<file path="config.mk">
export PLATFORM = sky130hd
export DESIGN_NAME = pcm_codec_serial_port
export DESIGN_NICKNAME = d
export VERILOG_FILES = /design/src/pcm_port_pkg.sv /design/src/pcm_pin_sync.sv /design/src/pcm_codec_serial_port.sv
export SDC_FILE = /design/constraint.sdc
export NUM_CORES = 1
export LEC_CHECK = 0
export ABC_AREA = 1
export BUFFER_PORTS_ARGS = -buffer_cell sky130_fd_sc_hd__clkbuf_2
export CAP_MARGIN = 15
export CORE_ASPECT_RATIO = 0.6
export CORE_MARGIN = 5
export CORE_UTILIZATION = 60
export DETAILED_ROUTE_END_ITERATION = 8
export GPL_TIMING_DRIVEN = 1
export PLACE_DENSITY = 0.8
export SETUP_SLACK_MARGIN = 0.2
export SYNTH_ARGS = -nofsm -noshare
export SYNTH_HDL_FRONTEND = slang
export SYNTH_SLANG_ARGS = --single-unit
</file>
<file path="constraint.sdc">
create_clock -name i_core_clk -period 12.04 [get_ports i_core_clk]
set_clock_uncertainty 0.1 [all_clocks]
set_input_delay 2.408 -clock i_core_clk [delete_from_list [all_inputs] [get_ports i_core_clk]]
set_output_delay 2.408 -clock i_core_clk [all_outputs]
set_load 0.02 [all_outputs]
</file>
<file path="src/pcm_port_pkg.sv">
// shared constants and state types of the serial pcm port
package pcm_port_pkg;

  // ==========================================================
  // core clock and timing
  localparam int CORE_CLK_MHZ = 250;
  localparam int DECODE_DELAY_NS = 10000;
  localparam int DECODE_DELAY_CYCLES = (DECODE_DELAY_NS * CORE_CLK_MHZ) / 1000;
  localparam int POWERDOWN_DELAY_US = 2000;
  localparam int POWERDOWN_DELAY_CYCLES = POWERDOWN_DELAY_US * CORE_CLK_MHZ;
  localparam int STATIC_LEVEL_US = 20;
  localparam int STATIC_LEVEL_CYCLES = STATIC_LEVEL_US * CORE_CLK_MHZ;
  localparam int DECODE_W = $clog2(DECODE_DELAY_CYCLES + 1);

  // ==========================================================
  // framing
  localparam int SLOT_BITS = 8;
  localparam int LONG_FRAME_MIN_HIGH = 2;
  localparam int T1_FRAME_PULSES = 193;
  localparam int FSX_PULSES_TO_DRIVE = 2;
  localparam int SYNC_STAGES = 3;

  // ==========================================================
  // positions in the synchronised pin vector
  localparam int PIN_TX_BCLK = 0;
  localparam int PIN_TX_FS = 1;
  localparam int PIN_RX_FS = 2;
  localparam int PIN_RX_BCLK = 3;
  localparam int PIN_TX_MCLK = 4;
  localparam int PIN_RX_MCLK = 5;
  localparam int PIN_RX_DATA = 6;
  localparam int PIN_COUNT = 7;

  // ==========================================================
  // state machines
  typedef enum logic [3:0] {
    TX_IDLE = 4'b0001,
    TX_ARM = 4'b0010,
    TX_SHIFT = 4'b0100,
    TX_HOLD = 4'b1000
  } tx_state_type;

  typedef enum logic [1:0] {
    RX_IDLE = 2'b01,
    RX_SHIFT = 2'b10
  } rx_state_type;

endpackage

</file>
<file path="src/pcm_pin_sync.sv">
// three-stage pin synchroniser with agreement filter
`timescale 1ns/100ps
module pcm_pin_sync #(
  parameter int WIDTH = 1
) (
  // clock and reset
  input wire logic i_core_clk,
  input wire logic i_sys_rst,
  // pins and filtered levels
  input wire logic [WIDTH-1:0] i_pins,
  output logic [WIDTH-1:0] o_level
);
  logic [WIDTH-1:0] ff1;
  logic [WIDTH-1:0] ff2;
  logic [WIDTH-1:0] ff3;
  logic [WIDTH-1:0] next_level;

  generate
    if (WIDTH < 1) begin : g_bad_width
      $error("pcm_pin_sync needs WIDTH of at least one");
    end
  endgenerate

  // a bit only moves once stages two and three agree; ff1 feeds ff2 alone
  always_comb begin
    next_level = (ff2 & ff3) | (o_level & (ff2 ^ ff3));
  end

  always_ff @(posedge i_core_clk or posedge i_sys_rst) begin
    if (i_sys_rst) begin
      ff1 <= '0;
      ff2 <= '0;
      ff3 <= '0;
      o_level <= '0;
    end else begin
      ff1 <= i_pins;
      ff2 <= ff1;
      ff3 <= ff2;
      o_level <= next_level;
    end
  end
endmodule

</file>
<file path="src/pcm_codec_serial_port.sv">
// serial pcm port: framing, shifting, clock selection and power-down
`timescale 1ns/100ps
// Function
// each transmit sync starts an encode; previous code shifts out on rising bit clock
// output goes high impedance after eight bit clock periods
// receive data sampled on falling receive clock, or transmit clock when static
// far side keeps both syncs synchronous with the master clock in use
// far side runs master clocks at the documented rates in asynchronous use
// static receive master pin routes transmit master clock to receive timing
// with a 193-pulse frame the 193rd master pulse is absorbed
// far side keeps receive sync synchronous with a running receive bit clock
// far side keeps bit clocks between 64 kHz and 2.048 MHz
// short frame mode after reset until long pulses are seen
// far side makes short sync pulses one bit period wide
// short mode: enable and sign on next rise, seven more, disable next fall
// short mode: sign latched next fall, seven more on following falls
// far side holds long sync pulses three or more bit periods
// frame mode decided by width of transmit sync pulse
// far side keeps syncs low at least 160 ns at 64 kHz
// long mode: drive starts at later of sync rise and clock rise
// long mode: disable at later of fall after eighth rise and sync low
// long mode: receive sync rise latches next eight falling edges
// sync captures the finished code and starts the next conversion
// decode starts at slot end, decoder output updates 10 us later
// slot indicator pulled low during the transmit slot
// power-down 2 ms after last transmit sync once both syncs stay low
// output stays high impedance until the second transmit sync after power-up
// static receive clock pin level selects master divider, tx clock serves both
module pcm_codec_serial_port
  import pcm_port_pkg::*;
#(
  parameter int STATIC_CYCLES = STATIC_LEVEL_CYCLES,
  parameter int POWERDOWN_CYCLES = POWERDOWN_DELAY_CYCLES,
  parameter logic ALAW_VARIANT = 1'b1
) (
  // clock and reset
  input wire logic i_core_clk,
  input wire logic i_sys_rst,
  // link pins
  input wire logic i_tx_bit_clock,
  input wire logic i_tx_frame_sync,
  input wire logic i_rx_frame_sync,
  input wire logic i_rx_bit_clock_or_freq_select,
  input wire logic i_tx_master_clock,
  input wire logic i_rx_master_clock_or_powerdown,
  input wire logic i_rx_data,
  output logic o_tx_data,
  output logic o_tx_data_oe_n,
  output logic o_tx_slot_indicator,
  output logic o_tx_slot_indicator_oe_n,
  // encoder side
  input wire logic [SLOT_BITS-1:0] i_tx_code,
  output logic o_encode_start,
  // decoder side
  output logic [SLOT_BITS-1:0] o_rx_code,
  output logic o_decode_start,
  output logic o_decoder_update,
  // status and internal timing
  output logic o_powered_down,
  output logic o_long_frame,
  output logic o_sync_mode,
  output logic o_master_2048,
  output logic o_master_from_tx,
  output logic o_master_tick,
  output logic o_rx_master_tick
);
  localparam int SW = $clog2(STATIC_CYCLES + 1);
  localparam int PW = $clog2(POWERDOWN_CYCLES + 1);

  generate
    if (STATIC_CYCLES < 1 || POWERDOWN_CYCLES < 1) begin : g_bad_counts
      $error("pcm_codec_serial_port counts must be at least one");
    end
  endgenerate

  // ==========================================================
  // pin synchronisation and edges
  logic [PIN_COUNT-1:0] pins;
  logic [PIN_COUNT-1:0] pins_d;
  logic [PIN_COUNT-1:0] rise;
  logic [PIN_COUNT-1:0] fall;

  pcm_pin_sync #(.WIDTH(PIN_COUNT)) u_sync (
    .i_core_clk(i_core_clk),
    .i_sys_rst(i_sys_rst),
    .i_pins({i_rx_data, i_rx_master_clock_or_powerdown, i_tx_master_clock,
             i_rx_bit_clock_or_freq_select, i_rx_frame_sync, i_tx_frame_sync,
             i_tx_bit_clock}),
    .o_level(pins)
  );

  assign rise = pins & ~pins_d;
  assign fall = ~pins & pins_d;

  function automatic logic [SW-1:0] idle_count(input logic [SW-1:0] cnt, input logic edge_seen);
    if (edge_seen) begin
      idle_count = '0;
    end else if (cnt == SW'(STATIC_CYCLES)) begin
      idle_count = cnt;
    end else begin
      idle_count = cnt + SW'(1);
    end
  endfunction

  // ==========================================================
  // state
  tx_state_type tx_state, next_tx_state;
  rx_state_type rx_state, next_rx_state;
  logic [SW-1:0] rbclk_idle, next_rbclk_idle;
  logic [SW-1:0] rmclk_idle, next_rmclk_idle;
  logic [PW-1:0] pd_cnt, next_pd_cnt;
  logic [DECODE_W-1:0] dec_cnt, next_dec_cnt;
  logic [SLOT_BITS-1:0] tx_shift, next_tx_shift;
  logic [SLOT_BITS-1:0] rx_shift, next_rx_shift;
  logic [3:0] tx_bits, next_tx_bits;
  logic [3:0] rx_bits, next_rx_bits;
  logic [1:0] fs_high, next_fs_high;
  logic [1:0] fsx_pulses, next_fsx_pulses;
  logic [7:0] mclk_cnt, next_mclk_cnt;
  logic absorb, next_absorb;
  logic next_tx_data, next_tx_oe_n, next_slot_oe_n, next_encode_start;
  logic [SLOT_BITS-1:0] next_rx_code;
  logic next_decode_start, next_decoder_update, next_powered_down, next_long_frame;
  logic next_master_tick, next_rx_master_tick;
  logic rbclk_run, rmclk_run, rb_fall, pd_now, drive_ok;

  always_comb begin
    next_rbclk_idle = idle_count(rbclk_idle, rise[PIN_RX_BCLK] | fall[PIN_RX_BCLK]);
    next_rmclk_idle = idle_count(rmclk_idle, rise[PIN_RX_MCLK] | fall[PIN_RX_MCLK]);
    rbclk_run = rbclk_idle != SW'(STATIC_CYCLES);
    rmclk_run = rmclk_idle != SW'(STATIC_CYCLES);
    // receive shifts on its own clock only while it runs
    rb_fall = rbclk_run ? fall[PIN_RX_BCLK] : fall[PIN_TX_BCLK];
    drive_ok = fsx_pulses >= 2'(FSX_PULSES_TO_DRIVE);

    // power-down by quiet syncs or static high receive master pin
    if (pins[PIN_TX_FS] | pins[PIN_RX_FS]) begin
      next_pd_cnt = '0;
    end else if (pd_cnt != PW'(POWERDOWN_CYCLES)) begin
      next_pd_cnt = pd_cnt + PW'(1);
    end else begin
      next_pd_cnt = pd_cnt;
    end
    pd_now = (pd_cnt == PW'(POWERDOWN_CYCLES)) | (~rmclk_run & pins[PIN_RX_MCLK]);
    next_powered_down = pd_now;

    // the pulse that wakes the device counts as the first one
    next_fsx_pulses = fsx_pulses;
    if (o_powered_down && !pins[PIN_TX_FS]) begin
      next_fsx_pulses = '0;
    end else if (rise[PIN_TX_FS] && !drive_ok) begin
      next_fsx_pulses = fsx_pulses + 2'(1);
    end

    // framing width from the transmit sync
    next_fs_high = fs_high;
    next_long_frame = o_long_frame;
    if (fall[PIN_TX_FS]) begin
      next_long_frame = fs_high >= 2'(LONG_FRAME_MIN_HIGH);
      next_fs_high = '0;
    end else if (fall[PIN_TX_BCLK] && pins[PIN_TX_FS] && fs_high != 2'd3) begin
      next_fs_high = fs_high + 2'(1);
    end

    // master clock per frame, drop the extra pulse of a 193-pulse frame
    next_mclk_cnt = mclk_cnt;
    next_absorb = absorb;
    if (rise[PIN_TX_FS]) begin
      next_absorb = mclk_cnt == 8'(T1_FRAME_PULSES);
      next_mclk_cnt = {7'h00, rise[PIN_TX_MCLK]};
    end else if (rise[PIN_TX_MCLK] && mclk_cnt != 8'hff) begin
      next_mclk_cnt = mclk_cnt + 8'(1);
    end
    next_master_tick = rise[PIN_TX_MCLK] & ~(absorb & mclk_cnt == 8'(T1_FRAME_PULSES - 1));
    next_rx_master_tick = rmclk_run ? rise[PIN_RX_MCLK] : next_master_tick;

    // transmit slot
    next_tx_state = tx_state;
    next_tx_shift = tx_shift;
    next_tx_bits = tx_bits;
    next_tx_data = o_tx_data;
    next_tx_oe_n = o_tx_data_oe_n;
    next_encode_start = 1'b0;
    case (tx_state)
      TX_IDLE: begin
        if (!o_powered_down && ((!o_long_frame && fall[PIN_TX_BCLK] && pins[PIN_TX_FS]) ||
            (o_long_frame && rise[PIN_TX_FS]))) begin
          next_tx_shift = i_tx_code;
          next_encode_start = 1'b1;
          next_tx_state = TX_ARM;
          if (o_long_frame && pins[PIN_TX_BCLK]) begin
            // clock already high: the sync edge is the later one
            next_tx_state = TX_SHIFT;
            next_tx_data = i_tx_code[SLOT_BITS-1];
            next_tx_shift = {i_tx_code[SLOT_BITS-2:0], 1'b0};
            next_tx_bits = 4'd1;
            // count of this very pulse is not registered yet
            next_tx_oe_n = next_fsx_pulses < 2'(FSX_PULSES_TO_DRIVE);
          end
        end
      end
      TX_ARM: begin
        if (rise[PIN_TX_BCLK]) begin
          next_tx_state = TX_SHIFT;
          next_tx_data = tx_shift[SLOT_BITS-1];
          next_tx_shift = {tx_shift[SLOT_BITS-2:0], 1'b0};
          next_tx_bits = 4'd1;
          next_tx_oe_n = ~drive_ok;
        end
      end
      TX_SHIFT: begin
        if (rise[PIN_TX_BCLK] && tx_bits != 4'(SLOT_BITS)) begin
          next_tx_data = tx_shift[SLOT_BITS-1];
          next_tx_shift = {tx_shift[SLOT_BITS-2:0], 1'b0};
          next_tx_bits = tx_bits + 4'(1);
        end else if (fall[PIN_TX_BCLK] && tx_bits == 4'(SLOT_BITS)) begin
          if (o_long_frame && pins[PIN_TX_FS]) begin
            next_tx_state = TX_HOLD;
          end else begin
            next_tx_state = TX_IDLE;
            next_tx_oe_n = 1'b1;
          end
        end
      end
      TX_HOLD: begin
        if (!pins[PIN_TX_FS]) begin
          next_tx_state = TX_IDLE;
          next_tx_oe_n = 1'b1;
        end
      end
      default: begin
        next_tx_state = TX_IDLE;
        next_tx_oe_n = 1'b1;
      end
    endcase
    if (o_powered_down) begin
      next_tx_state = TX_IDLE;
      next_tx_oe_n = 1'b1;
    end
    next_slot_oe_n = ~(next_tx_state == TX_SHIFT || next_tx_state == TX_HOLD);

    // receive slot and decode timing
    next_rx_state = rx_state;
    next_rx_shift = rx_shift;
    next_rx_bits = rx_bits;
    next_decode_start = 1'b0;
    next_decoder_update = 1'b0;
    next_rx_code = o_rx_code;
    next_dec_cnt = dec_cnt;
    if (dec_cnt != '0) begin
      next_dec_cnt = dec_cnt - DECODE_W'(1);
      if (dec_cnt == DECODE_W'(1)) begin
        next_rx_code = rx_shift;
        next_decoder_update = 1'b1;
      end
    end
    case (rx_state)
      RX_IDLE: begin
        if (!o_powered_down && ((!o_long_frame && rb_fall && pins[PIN_RX_FS]) ||
            (o_long_frame && rise[PIN_RX_FS]))) begin
          next_rx_state = RX_SHIFT;
          next_rx_bits = '0;
        end
      end
      RX_SHIFT: begin
        if (rb_fall) begin
          next_rx_shift = {rx_shift[SLOT_BITS-2:0], pins[PIN_RX_DATA]};
          next_rx_bits = rx_bits + 4'(1);
          if (rx_bits == 4'(SLOT_BITS - 1)) begin
            next_rx_state = RX_IDLE;
            next_decode_start = 1'b1;
            next_dec_cnt = DECODE_W'(DECODE_DELAY_CYCLES);
          end
        end
      end
      default: begin
        next_rx_state = RX_IDLE;
      end
    endcase
    if (o_powered_down) begin
      next_rx_state = RX_IDLE;
    end
  end

  // ==========================================================
  // registers
  always_ff @(posedge i_core_clk or posedge i_sys_rst) begin
    if (i_sys_rst) begin
      pins_d <= '0;
      tx_state <= TX_IDLE;
      rx_state <= RX_IDLE;
      rbclk_idle <= '0;
      rmclk_idle <= '0;
      pd_cnt <= PW'(POWERDOWN_CYCLES);
      dec_cnt <= '0;
      tx_shift <= '0;
      rx_shift <= '0;
      tx_bits <= '0;
      rx_bits <= '0;
      fs_high <= '0;
      fsx_pulses <= '0;
      mclk_cnt <= '0;
      absorb <= 1'b0;
      o_tx_data <= 1'b0;
      o_tx_data_oe_n <= 1'b1;
      o_tx_slot_indicator <= 1'b0;
      o_tx_slot_indicator_oe_n <= 1'b1;
      o_encode_start <= 1'b0;
      o_rx_code <= '0;
      o_decode_start <= 1'b0;
      o_decoder_update <= 1'b0;
      o_powered_down <= 1'b1;
      o_long_frame <= 1'b0;
      o_sync_mode <= 1'b0;
      o_master_2048 <= 1'b0;
      o_master_from_tx <= 1'b0;
      o_master_tick <= 1'b0;
      o_rx_master_tick <= 1'b0;
    end else begin
      pins_d <= pins;
      tx_state <= next_tx_state;
      rx_state <= next_rx_state;
      rbclk_idle <= next_rbclk_idle;
      rmclk_idle <= next_rmclk_idle;
      pd_cnt <= next_pd_cnt;
      dec_cnt <= next_dec_cnt;
      tx_shift <= next_tx_shift;
      rx_shift <= next_rx_shift;
      tx_bits <= next_tx_bits;
      rx_bits <= next_rx_bits;
      fs_high <= next_fs_high;
      fsx_pulses <= next_fsx_pulses;
      mclk_cnt <= next_mclk_cnt;
      absorb <= next_absorb;
      o_tx_data <= next_tx_data;
      o_tx_data_oe_n <= next_tx_oe_n;
      o_tx_slot_indicator <= 1'b0;
      o_tx_slot_indicator_oe_n <= next_slot_oe_n;
      o_encode_start <= next_encode_start;
      o_rx_code <= next_rx_code;
      o_decode_start <= next_decode_start;
      o_decoder_update <= next_decoder_update;
      o_powered_down <= next_powered_down;
      o_long_frame <= next_long_frame;
      o_sync_mode <= ~rbclk_run;
      o_master_2048 <= (rbclk_run | pins[PIN_RX_BCLK]) ? ALAW_VARIANT : ~ALAW_VARIANT;
      o_master_from_tx <= ~rmclk_run;
      o_master_tick <= next_master_tick;
      o_rx_master_tick <= next_rx_master_tick;
    end
  end
endmodule

</file>
== Word level (Yosys, flattened, before mapping) ==
Cells that the tools add are included.

* Register bits after elaboration: 155
* Bits in latches: 0
* Memory bits (writable): 0
* ROM bits: 0
* Bits of input ports: 17
* Output and inout port bits: 22
* Word-level logic and storage cells: 210
* Memories: 0

* $add $sub $neg: 9
* Multiply operators: 0
* Divide/modulo/power cells: 0
* Magnitude comparators: 3
* Equal/unequal tests: 40
* Shift-type cells: 0
* Multiplexer cells: 67
* Bitwise operators: 21
* Reduce and logical (&&, ||, !) cells: 37

{| class="wikitable"
|+ Operators by type and width
! cell !! count
|-
| $mux 13 || 4
|-
| $mux 4 || 13
|-
| $mux 12 || 4
|-
| $mux 8 || 6
|-
| $mux 19 || 2
|-
| $ne 3x3->1 const B || 10
|-
| $add 13x1->13 const B || 2
|-
| $eq 13x13->1 const B || 2
|-
| $ne 13x13->1 const B || 2
|-
| $pmux 8 s3 || 1
|-
| $mux 1 || 22
|-
| $add 19x1->19 const B || 1
|-
| $eq 19x19->1 const B || 1
|-
| $ne 19x19->1 const B || 1
|-
| $ne 2x2->1 const B || 9
|-
| $logic_and 1x1->1 || 17
|-
| $eq 8x8->1 const B || 2
|-
| $mux 2 || 8
|-
| $pmux 4 s4 || 1
|-
| $and 7x7->7 || 2
|-
| $and 6x6->6 || 2
|-
| $eq 12x1->1 const B || 1
|-
| $eq 4x3->1 const B || 3
|-
| $eq 4x4->1 const B || 3
|-
| 34 further kinds || 58
|}

== Logic depth before layout (Yosys ltp) ==
Gate-level depths: netlist (run 1).

* Depth in word-level cells: 12
* Gate-level depth with buffers: 12

== By module ==
A second synthesis (run 1) with hierarchy kept.

* Cells, all modules: 862
* Area, all modules: 7444.6 µm²

{| class="wikitable"
|+ Modules (own cells, without submodules)
! module !! times used !! cells each !! area each (µm²)
|-
| pcm_codec_serial_port || 1 || 805 || 6573.8
|-
| pcm_pin_sync || 1 || 57 || 870.8
|}

== Worst setup path before layout (run 1) ==
OpenSTA, ideal clock, no wires.

* Path type: register to output
* Start point: register o_powered_down
* End point: output o_powered_down
* Data arrival time: 0.596 ns
* Data required time: 9.532 ns
* Setup slack: 8.936 ns
* Cell stages (with the launch flop): 1
* Path buffers: 0
* Cell sequence: dfstp_2

{| class="wikitable"
|+ RTL lines
! item !! RTL line !! source
|-
| from (decl) || pcm_codec_serial_port.sv:59 || <nowiki>output logic o_powered_down,</nowiki>
|-
| from (signal assigned) || pcm_codec_serial_port.sv:343 || <nowiki>o_powered_down <= next_powered_down;</nowiki>
|}

No word-level cell between the ends.

== Final worst setup path (run 1) ==
* Start point: register o_powered_down
* End point: output o_powered_down

No word-level cell between the ends.

==> summary.md, run 1 <==
| Metric | Value |
|---|---|
| Most instantiated flip-flop cell in the synthesis netlist | sky130_fd_sc_hd__dfrtp_1 |
| Routed vias/inst | 5.299 |
| Share of power burned in registers | 43.9% |
| Internal Dissipation | 971.6 µW |
| Worst hold-check path type | reg -> reg |
| Post-CTS setup-driven buffer insertion count | 0 |
| PnR Total Power | 1.420 mW |
| Antenna diodes | 0 |
| Total gr overflow | 0 |
| Post-synth ARST share | 100.0% |
| Met1 usage | 32.12% |
| Largest buffer count on any clock path | 2 |
| Global routing usage on met3 | 4.806% |
| Number of enable-type register cells in the synthesized netlist | 0 |
| Fin nets | 946 |
| Share of post-route cells with drive strength above 1 | 15.19% |
| Delay of the slowest cell on the worst path | 0.61 ns |
| Area used by multi-input combinational logic | 3039 µm² |
| CTS tree | yes |
| Count of antenna-violating nets left after detailed routing | 0 |
| Number of setup violations in the final report | 0 |
| Global placement routability congestion | 0.9318 |
| Status | finished, final reports clean |
| Clock slew at reported path FFs | 0.06 ns |
| Maximum fanout count along the critical path | 6 |
| Worst-path cell with the longest stage delay | sky130_fd_sc_hd__dfstp_2 |
| Number of gates given a new drive strength after cts | 0 |
| CP Cell Sequence | clkbuf_2 |
| Highest achievable clock rate | 0.2690 GHz |
| Switch share | 31.59% |
| Total of buffers placed on input and output ports | 37 |
| Post-placement cell area | 7782 µm² |
| Mapped Nets | 900 |
| Peak-usage layer in the global routing report | met1 |
| Final number of max-transition violations | 0 |
| Post-route design area | 8366 µm² |
| Maximum number of pins on one net before global-route repair | 80 |
| Net switching power | 448.8 µW |
| Initial antenna violation count | 0 |
| Kind of cell adding the most delay to the critical path | flip-flops |
| Cell count after synthesis | 856 |
| Die Ht | 96.38 µm |
| Clock group share of total power | 36.9% |
| First-pass GRT wire length | 25.39 mm |
| Slew at the pin closest to its max-slew limit | 0.9602 ns |
| Final cycle utilization of the critical path | 30.87% |
| Largest cells by area after synthesis | sky130_fd_sc_hd__dfrtp_1 (48%), sky130_fd_sc_hd__nand2_1 (9.4%), sky130_fd_sc_hd__inv_1 (5.5%) |
| Cts hold-fix bufs | 0 |
| Total global-route track usage | 21.14% |
| Average cell area after synthesis | 8.716 µm² |
| Period minus WS final | 3.717 ns |
| Cell accounting for the most synthesized area | sky130_fd_sc_hd__dfrtp_1 |
| Effective utilization at floorplan | 61.65% |
| Top-area cell type share of the netlist area | 47.96% |
| RSZ-0062 raised after global routing | false |
| Clock buffers created by TritonCTS | 17 |
| Syn Std Cell Area | 7461 µm² |
| Relative slew slack | 35.99% |
| Core ar. | 12100 µm² |
| Number of H-tree levels | 4 |
| Kind of start point of the critical path | flip-flop |
| I/O Pins | 39 |
| Aggregate negative setup slack | 0 ns |
| Nature of the critical path endpoint | output pin |
| Total buffers and inverters traversed by the critical path | 1 |
| PwrDens | 169.8 nW/µm² |
| Die area | 14840 µm² |
| First-iteration detailed-routing DRC count | 552 |
| Final wirelength | 14.69 mm |
| Vias in the first global route | 5301 |
| 1st-pass router iterations | 5 |
| Combined flip-flop and latch cell area | 3894 µm² |
| Number of fillers in the final layout | 934 |
| Vias | 5723 |
| DIE WIDTH | 154.0 µm |
| Lkg Pwr | 4.166 nW |
| Post-DR wirelength/cell | 13.60 µm |
| Std cell rows | 31 |
| Synthesis Warnings | 0 |
| Count of final hold-check violations | 0 |
| Data required time at the worst endpoint | 9.53 ns |
| Worst skew pair latency | 0.42 ns |
| Number of remaining DRC errors | 0 |
| Dpl hpwl | 10.04 mm |
| Crit path arrival time | 1.21 ns |
| Combinational Power Share | 19.2% |
| Worst IR drop on VDD | 96.64 µV |
| Sequential-to-total area share from yosys stat | 52.19% |
| Met2 Use GR | 31.13% |
| Max-cap viol count | 0 |
| Distinct cell type count after synthesis | 44 |
| CTS sink cnt | 155 |
| Seq cells post-synth | 155 |
| Clock tree root buffer cell | sky130_fd_sc_hd__clkbuf_16 |
| Setup Crit Path Kind | reg -> out |
| Signed area change from the synthesized netlist to the final layout | 12.12% |
==> power groups by stage <==
stage                     registers, mW  clock network [mW]  logic, mW
after detailed placement          0.632                   0      0.269
after global placement            0.630                   0      0.260
final                             0.624               0.524      0.272
after floorplan                   0.632                   0      0.200
after global routing              0.633               0.554      0.311
after CTS                         0.624               0.532      0.273
==> path summary, 6_finish.rpt <==
check                                       to  slack, ns              start  cells past startpoint
worst min-delay path             u_sync.ff2[4]       0.24      u_sync.ff1[4]                      0
worst max register to register     tx_shift[5]      10.03  u_sync.o_level[1]                      8
max in group asynchronous          tx_shift[4]       8.38          i_sys_rst                      3
worst max-delay path            o_powered_down       8.32     o_powered_down                      1
worst min register to register   u_sync.ff2[4]       0.24      u_sync.ff1[4]                      0
min in group asynchronous        u_sync.ff1[6]       2.01          i_sys_rst                      2
==> flip-flops by register name, summed over array words and instances (netlist names), 8 cells and up <==
signal	count
pd_cnt	19
o_rx_code	8
rx_shift	8
mclk_cnt	8
rbclk_idle	13
rmclk_idle	13
dec_cnt	12
tx_shift	8
==> layer usage <==
| layer | wire (µm) | up-vias |
|---|---|---|
| met4 | 123 | 0 |
| met2 | 6284 | 165 |
| met5 | 0 | - |
| met3 | 862 | 12 |
| met1 | 7420 | 2684 |
| li1 | - | 2862 |
==> logic make-up after synthesis <==
kind of cell	synth area share (%)
XOR/XNOR	1.996
AO/OA/AOI/OAI	9.442
flip-flops	52.19
buffers and inverters	7.077
other	0.05026
AND/OR/NAND/NOR	24.72
adder cells (fa/ha/maj)	4.528
==> cells in the final DEF (no fill, tap or decap), types with 2 or more instances in the layout <==
cell                         instances
sky130_fd_sc_hd__nor3_2              4
sky130_fd_sc_hd__xnor2_1             2
sky130_fd_sc_hd__nand3_1            56
sky130_fd_sc_hd__clkbuf_8            2
sky130_fd_sc_hd__nand2_2            11
sky130_fd_sc_hd__a21o_1              7
sky130_fd_sc_hd__clkinv_4            2
sky130_fd_sc_hd__inv_1             108
sky130_fd_sc_hd__clkbuf_16          17
sky130_fd_sc_hd__xor2_1             15
sky130_fd_sc_hd__inv_6               5
sky130_fd_sc_hd__nand2_4             3
sky130_fd_sc_hd__clkbuf_2           37
sky130_fd_sc_hd__nand2_1           187
sky130_fd_sc_hd__nor3_1             18
sky130_fd_sc_hd__nand4_1            25
sky130_fd_sc_hd__o21ai_1             6
sky130_fd_sc_hd__o22ai_1             2
sky130_fd_sc_hd__clkinv_2            2
sky130_fd_sc_hd__dfstp_2            12
sky130_fd_sc_hd__nand3_2             2
sky130_fd_sc_hd__o21ai_0            36
sky130_fd_sc_hd__ha_1               27
sky130_fd_sc_hd__a21oi_1            39
sky130_fd_sc_hd__inv_8               2
sky130_fd_sc_hd__inv_2               7
sky130_fd_sc_hd__a31oi_1            11
sky130_fd_sc_hd__or2_2               2
sky130_fd_sc_hd__clkinvlp_4          2
sky130_fd_sc_hd__nor2_1             84
sky130_fd_sc_hd__nand3b_1            2
sky130_fd_sc_hd__dfrtp_1           143
sky130_fd_sc_hd__o21ai_2            14
sky130_fd_sc_hd__nor2_2              7
==> cell type report <==
type / instances / area share [%]
Sequential cell: 155 / 46.54
Clock buffer: 19 / 5.414
Inverter: 118 / 5.384
Timing Repair Buffer: 38 / 2.303
Multi-Input combinational cell: 572 / 36.33
Tap cell: 165 / 2.468
Clock inverter: 13 / 1.555
==> worst reg2reg max path: stages (launching register included) <==
cell	delay [ns]
sky130_fd_sc_hd__dfrtp_1	0.63
sky130_fd_sc_hd__nand2_1	0.31
sky130_fd_sc_hd__a21oi_1	0.25
sky130_fd_sc_hd__nand2_1	0.10
sky130_fd_sc_hd__nand2_1	0.16
sky130_fd_sc_hd__nand2_4	0.12
sky130_fd_sc_hd__inv_2	0.13
sky130_fd_sc_hd__nand2_1	0.08
sky130_fd_sc_hd__nand2_1	0.07
==> through the flow <==
stage	worst slack, ns	util (%)	cells	hold WS [ns]
3_3_place_gp	7.865	64.31	1048	0.2321
4_1_cts	8.296	69.13	1080	0.2489
5_1_grt	8.018	69.13	1080	0.2556
6_report	8.323	69.13	1080	0.2448
2_1_floorplan	5.374	-	856	0.2312
3_5_place_dp	7.855	64.31	1048	0.2347
==> cells in the mapped netlist (3+ instances only) <==
master,count
sky130_fd_sc_hd__inv_2,7
sky130_fd_sc_hd__dfrtp_1,143
sky130_fd_sc_hd__nand2_2,11
sky130_fd_sc_hd__nand3_1,56
sky130_fd_sc_hd__nor2_1,84
sky130_fd_sc_hd__nor3_2,4
sky130_fd_sc_hd__a31oi_1,11
sky130_fd_sc_hd__nor3_1,18
sky130_fd_sc_hd__nor2_2,7
sky130_fd_sc_hd__ha_1,27
sky130_fd_sc_hd__o21ai_1,6
sky130_fd_sc_hd__o21ai_2,14
sky130_fd_sc_hd__a21oi_1,39
sky130_fd_sc_hd__inv_1,109
sky130_fd_sc_hd__buf_6,4
sky130_fd_sc_hd__buf_2,3
sky130_fd_sc_hd__nand2_1,187
sky130_fd_sc_hd__a21o_1,7
sky130_fd_sc_hd__xor2_1,15
sky130_fd_sc_hd__nand2_4,3
sky130_fd_sc_hd__o21ai_0,36
sky130_fd_sc_hd__dfstp_2,12
sky130_fd_sc_hd__nand4_1,25
(Power assumes the default switching activity.)
==> inputs of run 2 (changes only) <==
ABC_AREA = 0   (was 1)
clock period = 3.7 ns   (was 12.04 ns; I/O delays follow)
==> summary.md, run 2 <==
| Metric | Value |
|---|---|
| Largest buffer count on any clock path | 2 (unchanged) |
| Antenna diodes | 0 (unchanged) |
| Post-synth ARST share | 100.0% (unchanged) |
| Routed vias/inst | 5.716 (+7.9%) |
| Std cell rows | 31 (unchanged) |
| Sequential-to-total area share from yosys stat | 53.24% (+1.1 points) |
| Setup Crit Path Kind | reg -> reg |
| Aggregate negative setup slack | 0 ns (unchanged) |
| Worst IR drop on VDD | 369.9 µV (+280%) |
| Final number of max-transition violations | 0 (unchanged) |
| PwrDens | 551.7 nW/µm² (+220%) |
| CTS tree | yes |
| Distinct cell type count after synthesis | 74 (+68%) |
| Count of antenna-violating nets left after detailed routing | 0 (unchanged) |
| Flip-flop count of the largest register after layout | 19 (unchanged) |
| Most frequently used cell type in the post-synthesis netlist | sky130_fd_sc_hd__dfrtp_1 |
| Number of setup violations in the final report | 0 (unchanged) |
| Die area | 14570 µm² (-1.8%) |
| Clock slew at reported path FFs | 0.07 ns (about the same) |
| Synthesis Warnings | 0 (unchanged) |
| Share of post-route cells with drive strength above 1 | 17.98% (+2.8 points) |
| First-pass GRT wire length | 24.41 mm (-3.9%) |
| Slew at the pin closest to its max-slew limit | 0.8312 ns (-0.1290 ns) |
| Crit path arrival time | 2.64 ns (+1.43 ns) |
| Number of gates given a new drive strength after cts | 0 (unchanged) |
| Clock tree root buffer cell | sky130_fd_sc_hd__clkbuf_16 |
| Worst hold-check path type | reg -> reg |
| Highest-count cells in the layout ignoring fill and taps | sky130_fd_sc_hd__dfrtp_1 (143), sky130_fd_sc_hd__nor2_1 (64), sky130_fd_sc_hd__nand2_1 (40) |
| Most flop-heavy register | pd_cnt |
| Kind of start point of the critical path | flip-flop |
| Initial antenna violation count | 0 (unchanged) |
| Syn Std Cell Area | 7313 µm² (-2.0%) |
| 1st-pass router iterations | 5 (unchanged) |
| Count of final hold-check violations | 0 (unchanged) |
| Number of remaining DRC errors | 0 (unchanged) |
| First-iteration detailed-routing DRC count | 426 (-23%) |
| Total gr overflow | 0 (unchanged) |
| Switch share | 27.71% (-3.9 points) |
| Highest achievable clock rate | 0.4163 GHz |
| Top-area cell type share of the netlist area | 48.93% (+0.97 points) |
| I/O Pins | 39 (unchanged) |
| Mapped Nets | 700 (-22%) |
| Number of enable-type register cells in the synthesized netlist | 0 (unchanged) |
| Worst setup slack before clock tree synthesis | 1.354 ns (-6.501 ns) |
| Worst skew pair latency | 0.42 ns (about the same) |
| Dpl hpwl | 9.336 mm (-7.0%) |
| DIE WIDTH | 152.5 µm (-0.93%) |
| Net switching power | 1.262 mW (+180%) |
| Effective utilization at floorplan | 61.02% (-0.63 points) |
| Leading cell type in the layout, fill and taps excluded | sky130_fd_sc_hd__dfrtp_1 |
| Vias | 5013 (-12%) |
| Number of H-tree levels | 4 (unchanged) |
| Lkg Pwr | 3.924 nW (-5.8%) |
| Share of power burned in registers | 44.7% (+0.8 points) |
| Global placement routability congestion | 0.8421 (-9.6%) |
| RSZ-0062 raised after global routing | false |
| Nature of the critical path endpoint | flip-flop |
| Post-DR wirelength/cell | 15.92 µm (+17%) |
| Fin nets | 743 (-21%) |
| Total global-route track usage | 20.70% (-0.44 points) |
| Final cycle utilization of the critical path | 64.92% |
| Most instantiated flip-flop cell in the synthesis netlist | sky130_fd_sc_hd__dfrtp_1 |
| Seq cells post-synth | 155 (unchanged) |
| Max-cap viol count | 0 (unchanged) |
| Data required time at the worst endpoint | 3.94 ns (-5.59 ns) |
| Average cell area after synthesis | 11.15 µm² (+28%) |
| Status | finished, final reports clean |
| Relative slew slack | 44.47% (+8.5 points) |
| Die Ht | 95.52 µm (-0.89%) |
| Signed area change from the synthesized netlist to the final layout | 12.92% |
| Cts hold-fix bufs | 0 (unchanged) |
| Final standard cell count with taps included and fillers excluded | 877 (-19%) |
| Inst Count DP | 845 (-19%) |
| Period minus WS final | 2.402 ns |
| Worst Slack Setup Final | 1.298 ns (-7.025 ns) |
| Maximum fanout count along the critical path | 17 (+11) |
| Combinational Power Share | 16.2% (-3.0 points) |
| Core ar. | 11990 µm² (-0.96%) |
| Internal Dissipation | 3.294 mW (+240%) |
| Post-CTS setup-driven buffer insertion count | 0 (unchanged) |
| Total of buffers placed on input and output ports | 37 (unchanged) |
| Cell accounting for the most synthesized area | sky130_fd_sc_hd__dfrtp_1 |
| Clock buffers created by TritonCTS | 17 (unchanged) |
| Registers with the most flip-flops | pd_cnt x19, rbclk_idle x13, rmclk_idle x13 |
| Final wirelength | 13.96 mm (-4.9%) |
| Maximum number of pins on one net before global-route repair | 76 (-5.0%) |
| Cell count after synthesis | 656 (-23%) |
| Largest cells by area after synthesis | sky130_fd_sc_hd__dfrtp_1 (49%), sky130_fd_sc_hd__ha_1 (4.6%), sky130_fd_sc_hd__dfstp_2 (4.3%) |
| Most numerous cell types in the synthesized netlist | sky130_fd_sc_hd__dfrtp_1 (143), sky130_fd_sc_hd__nor2_1 (64), sky130_fd_sc_hd__nand2_1 (40) |
| Clock group share of total power | 39.0% (+2.1 points) |
| CTS sink cnt | 155 (unchanged) |
| Vias in the first global route | 5063 (-4.5%) |
run 2: path summary, 6_finish.rpt:
| kind | end | startpoint | cells after the start | slack [ns] |
|---|---|---|---|---|
| setup / recovery | dec_cnt[9] | rbclk_idle[0] | 8 | 1.30 |
| hold / removal | u_sync.ff2[1] | u_sync.ff1[1] | 0 | 0.25 |
| setup reg to reg | dec_cnt[9] | rbclk_idle[0] | 8 | 1.30 |
| hold reg to reg | u_sync.ff2[1] | u_sync.ff1[1] | 0 | 0.25 |
| max in group asynchronous | rx_state[0] | i_sys_rst | 3 | 2.27 |
| min in group asynchronous | rmclk_idle[9] | i_sys_rst | 2 | 0.37 |
run 2: cell families after synthesis:
| kind of cell | share of synthesized area [%] |
|---|---|
| and+or+nand+nor | 19.76 |
| DFF | 53.24 |
| AOI/OAI and AO/OA | 7.562 |
| xor gates and xnor gates | 5.868 |
| buffers and inverters | 2.840 |
| muxes | 6.056 |
| adders and majority gates | 4.619 |
| other | 0.05128 |
run 2: per-stage QoR:
step	power (mW)	hold slack (ns)	utilization (%)	area, µm²
global placement	2.749	0.2325	63.83	7650
global route	4.787	0.2538	68.90	8258
floorplan	2.612	0.2312	-	7317
CTS	4.585	0.2499	68.90	8258
detailed placement	2.798	0.2355	63.83	7650
finish	4.556	0.2481	68.90	8258
run 2: cell type report:
| cell class | count | area [µm²] |
|---|---|---|
| Clock buffer | 19 | 442.9 |
| Tap cell | 165 | 206.4 |
| Sequential cell | 155 | 3894 |
| Inverter | 29 | 117.6 |
| Timing Repair Buffer | 40 | 220.2 |
| Fill cell | 846 | 3727 |
| Clock inverter | 13 | 165.2 |
| Multi-Input combinational cell | 456 | 3212 |
run 2: critical path, cell delays in order (launching register included):
cell and delay (ns):
sky130_fd_sc_hd__dfrtp_1 0.40, sky130_fd_sc_hd__inv_1 0.11, sky130_fd_sc_hd__ha_1 0.14, sky130_fd_sc_hd__and4b_1 0.26, sky130_fd_sc_hd__nand3_4 0.16, sky130_fd_sc_hd__mux2i_4 0.53, sky130_fd_sc_hd__or2_1 0.36, sky130_fd_sc_hd__inv_6 0.09
sky130_fd_sc_hd__nor3_2 0.18
run 2: layer usage:
metal / track usage (%) / part of all wire, %
met5: 0 / 0
met4: 7.191 / 0.95
met3: 4.444 / 4.8
met2: 33.20 / 47
met1: 28.55 / 47
run 2: power groups by stage:
stage          Combinational (mW)  Sequential (mW)  Clock, mW
6_report                    0.740             2.04       1.78
2_1_floorplan               0.592             2.02          0
4_1_cts                     0.741             2.04       1.81
3_5_place_dp                0.733             2.07          0
5_1_grt                     0.832             2.07       1.89
3_3_place_gp                0.699             2.05          0
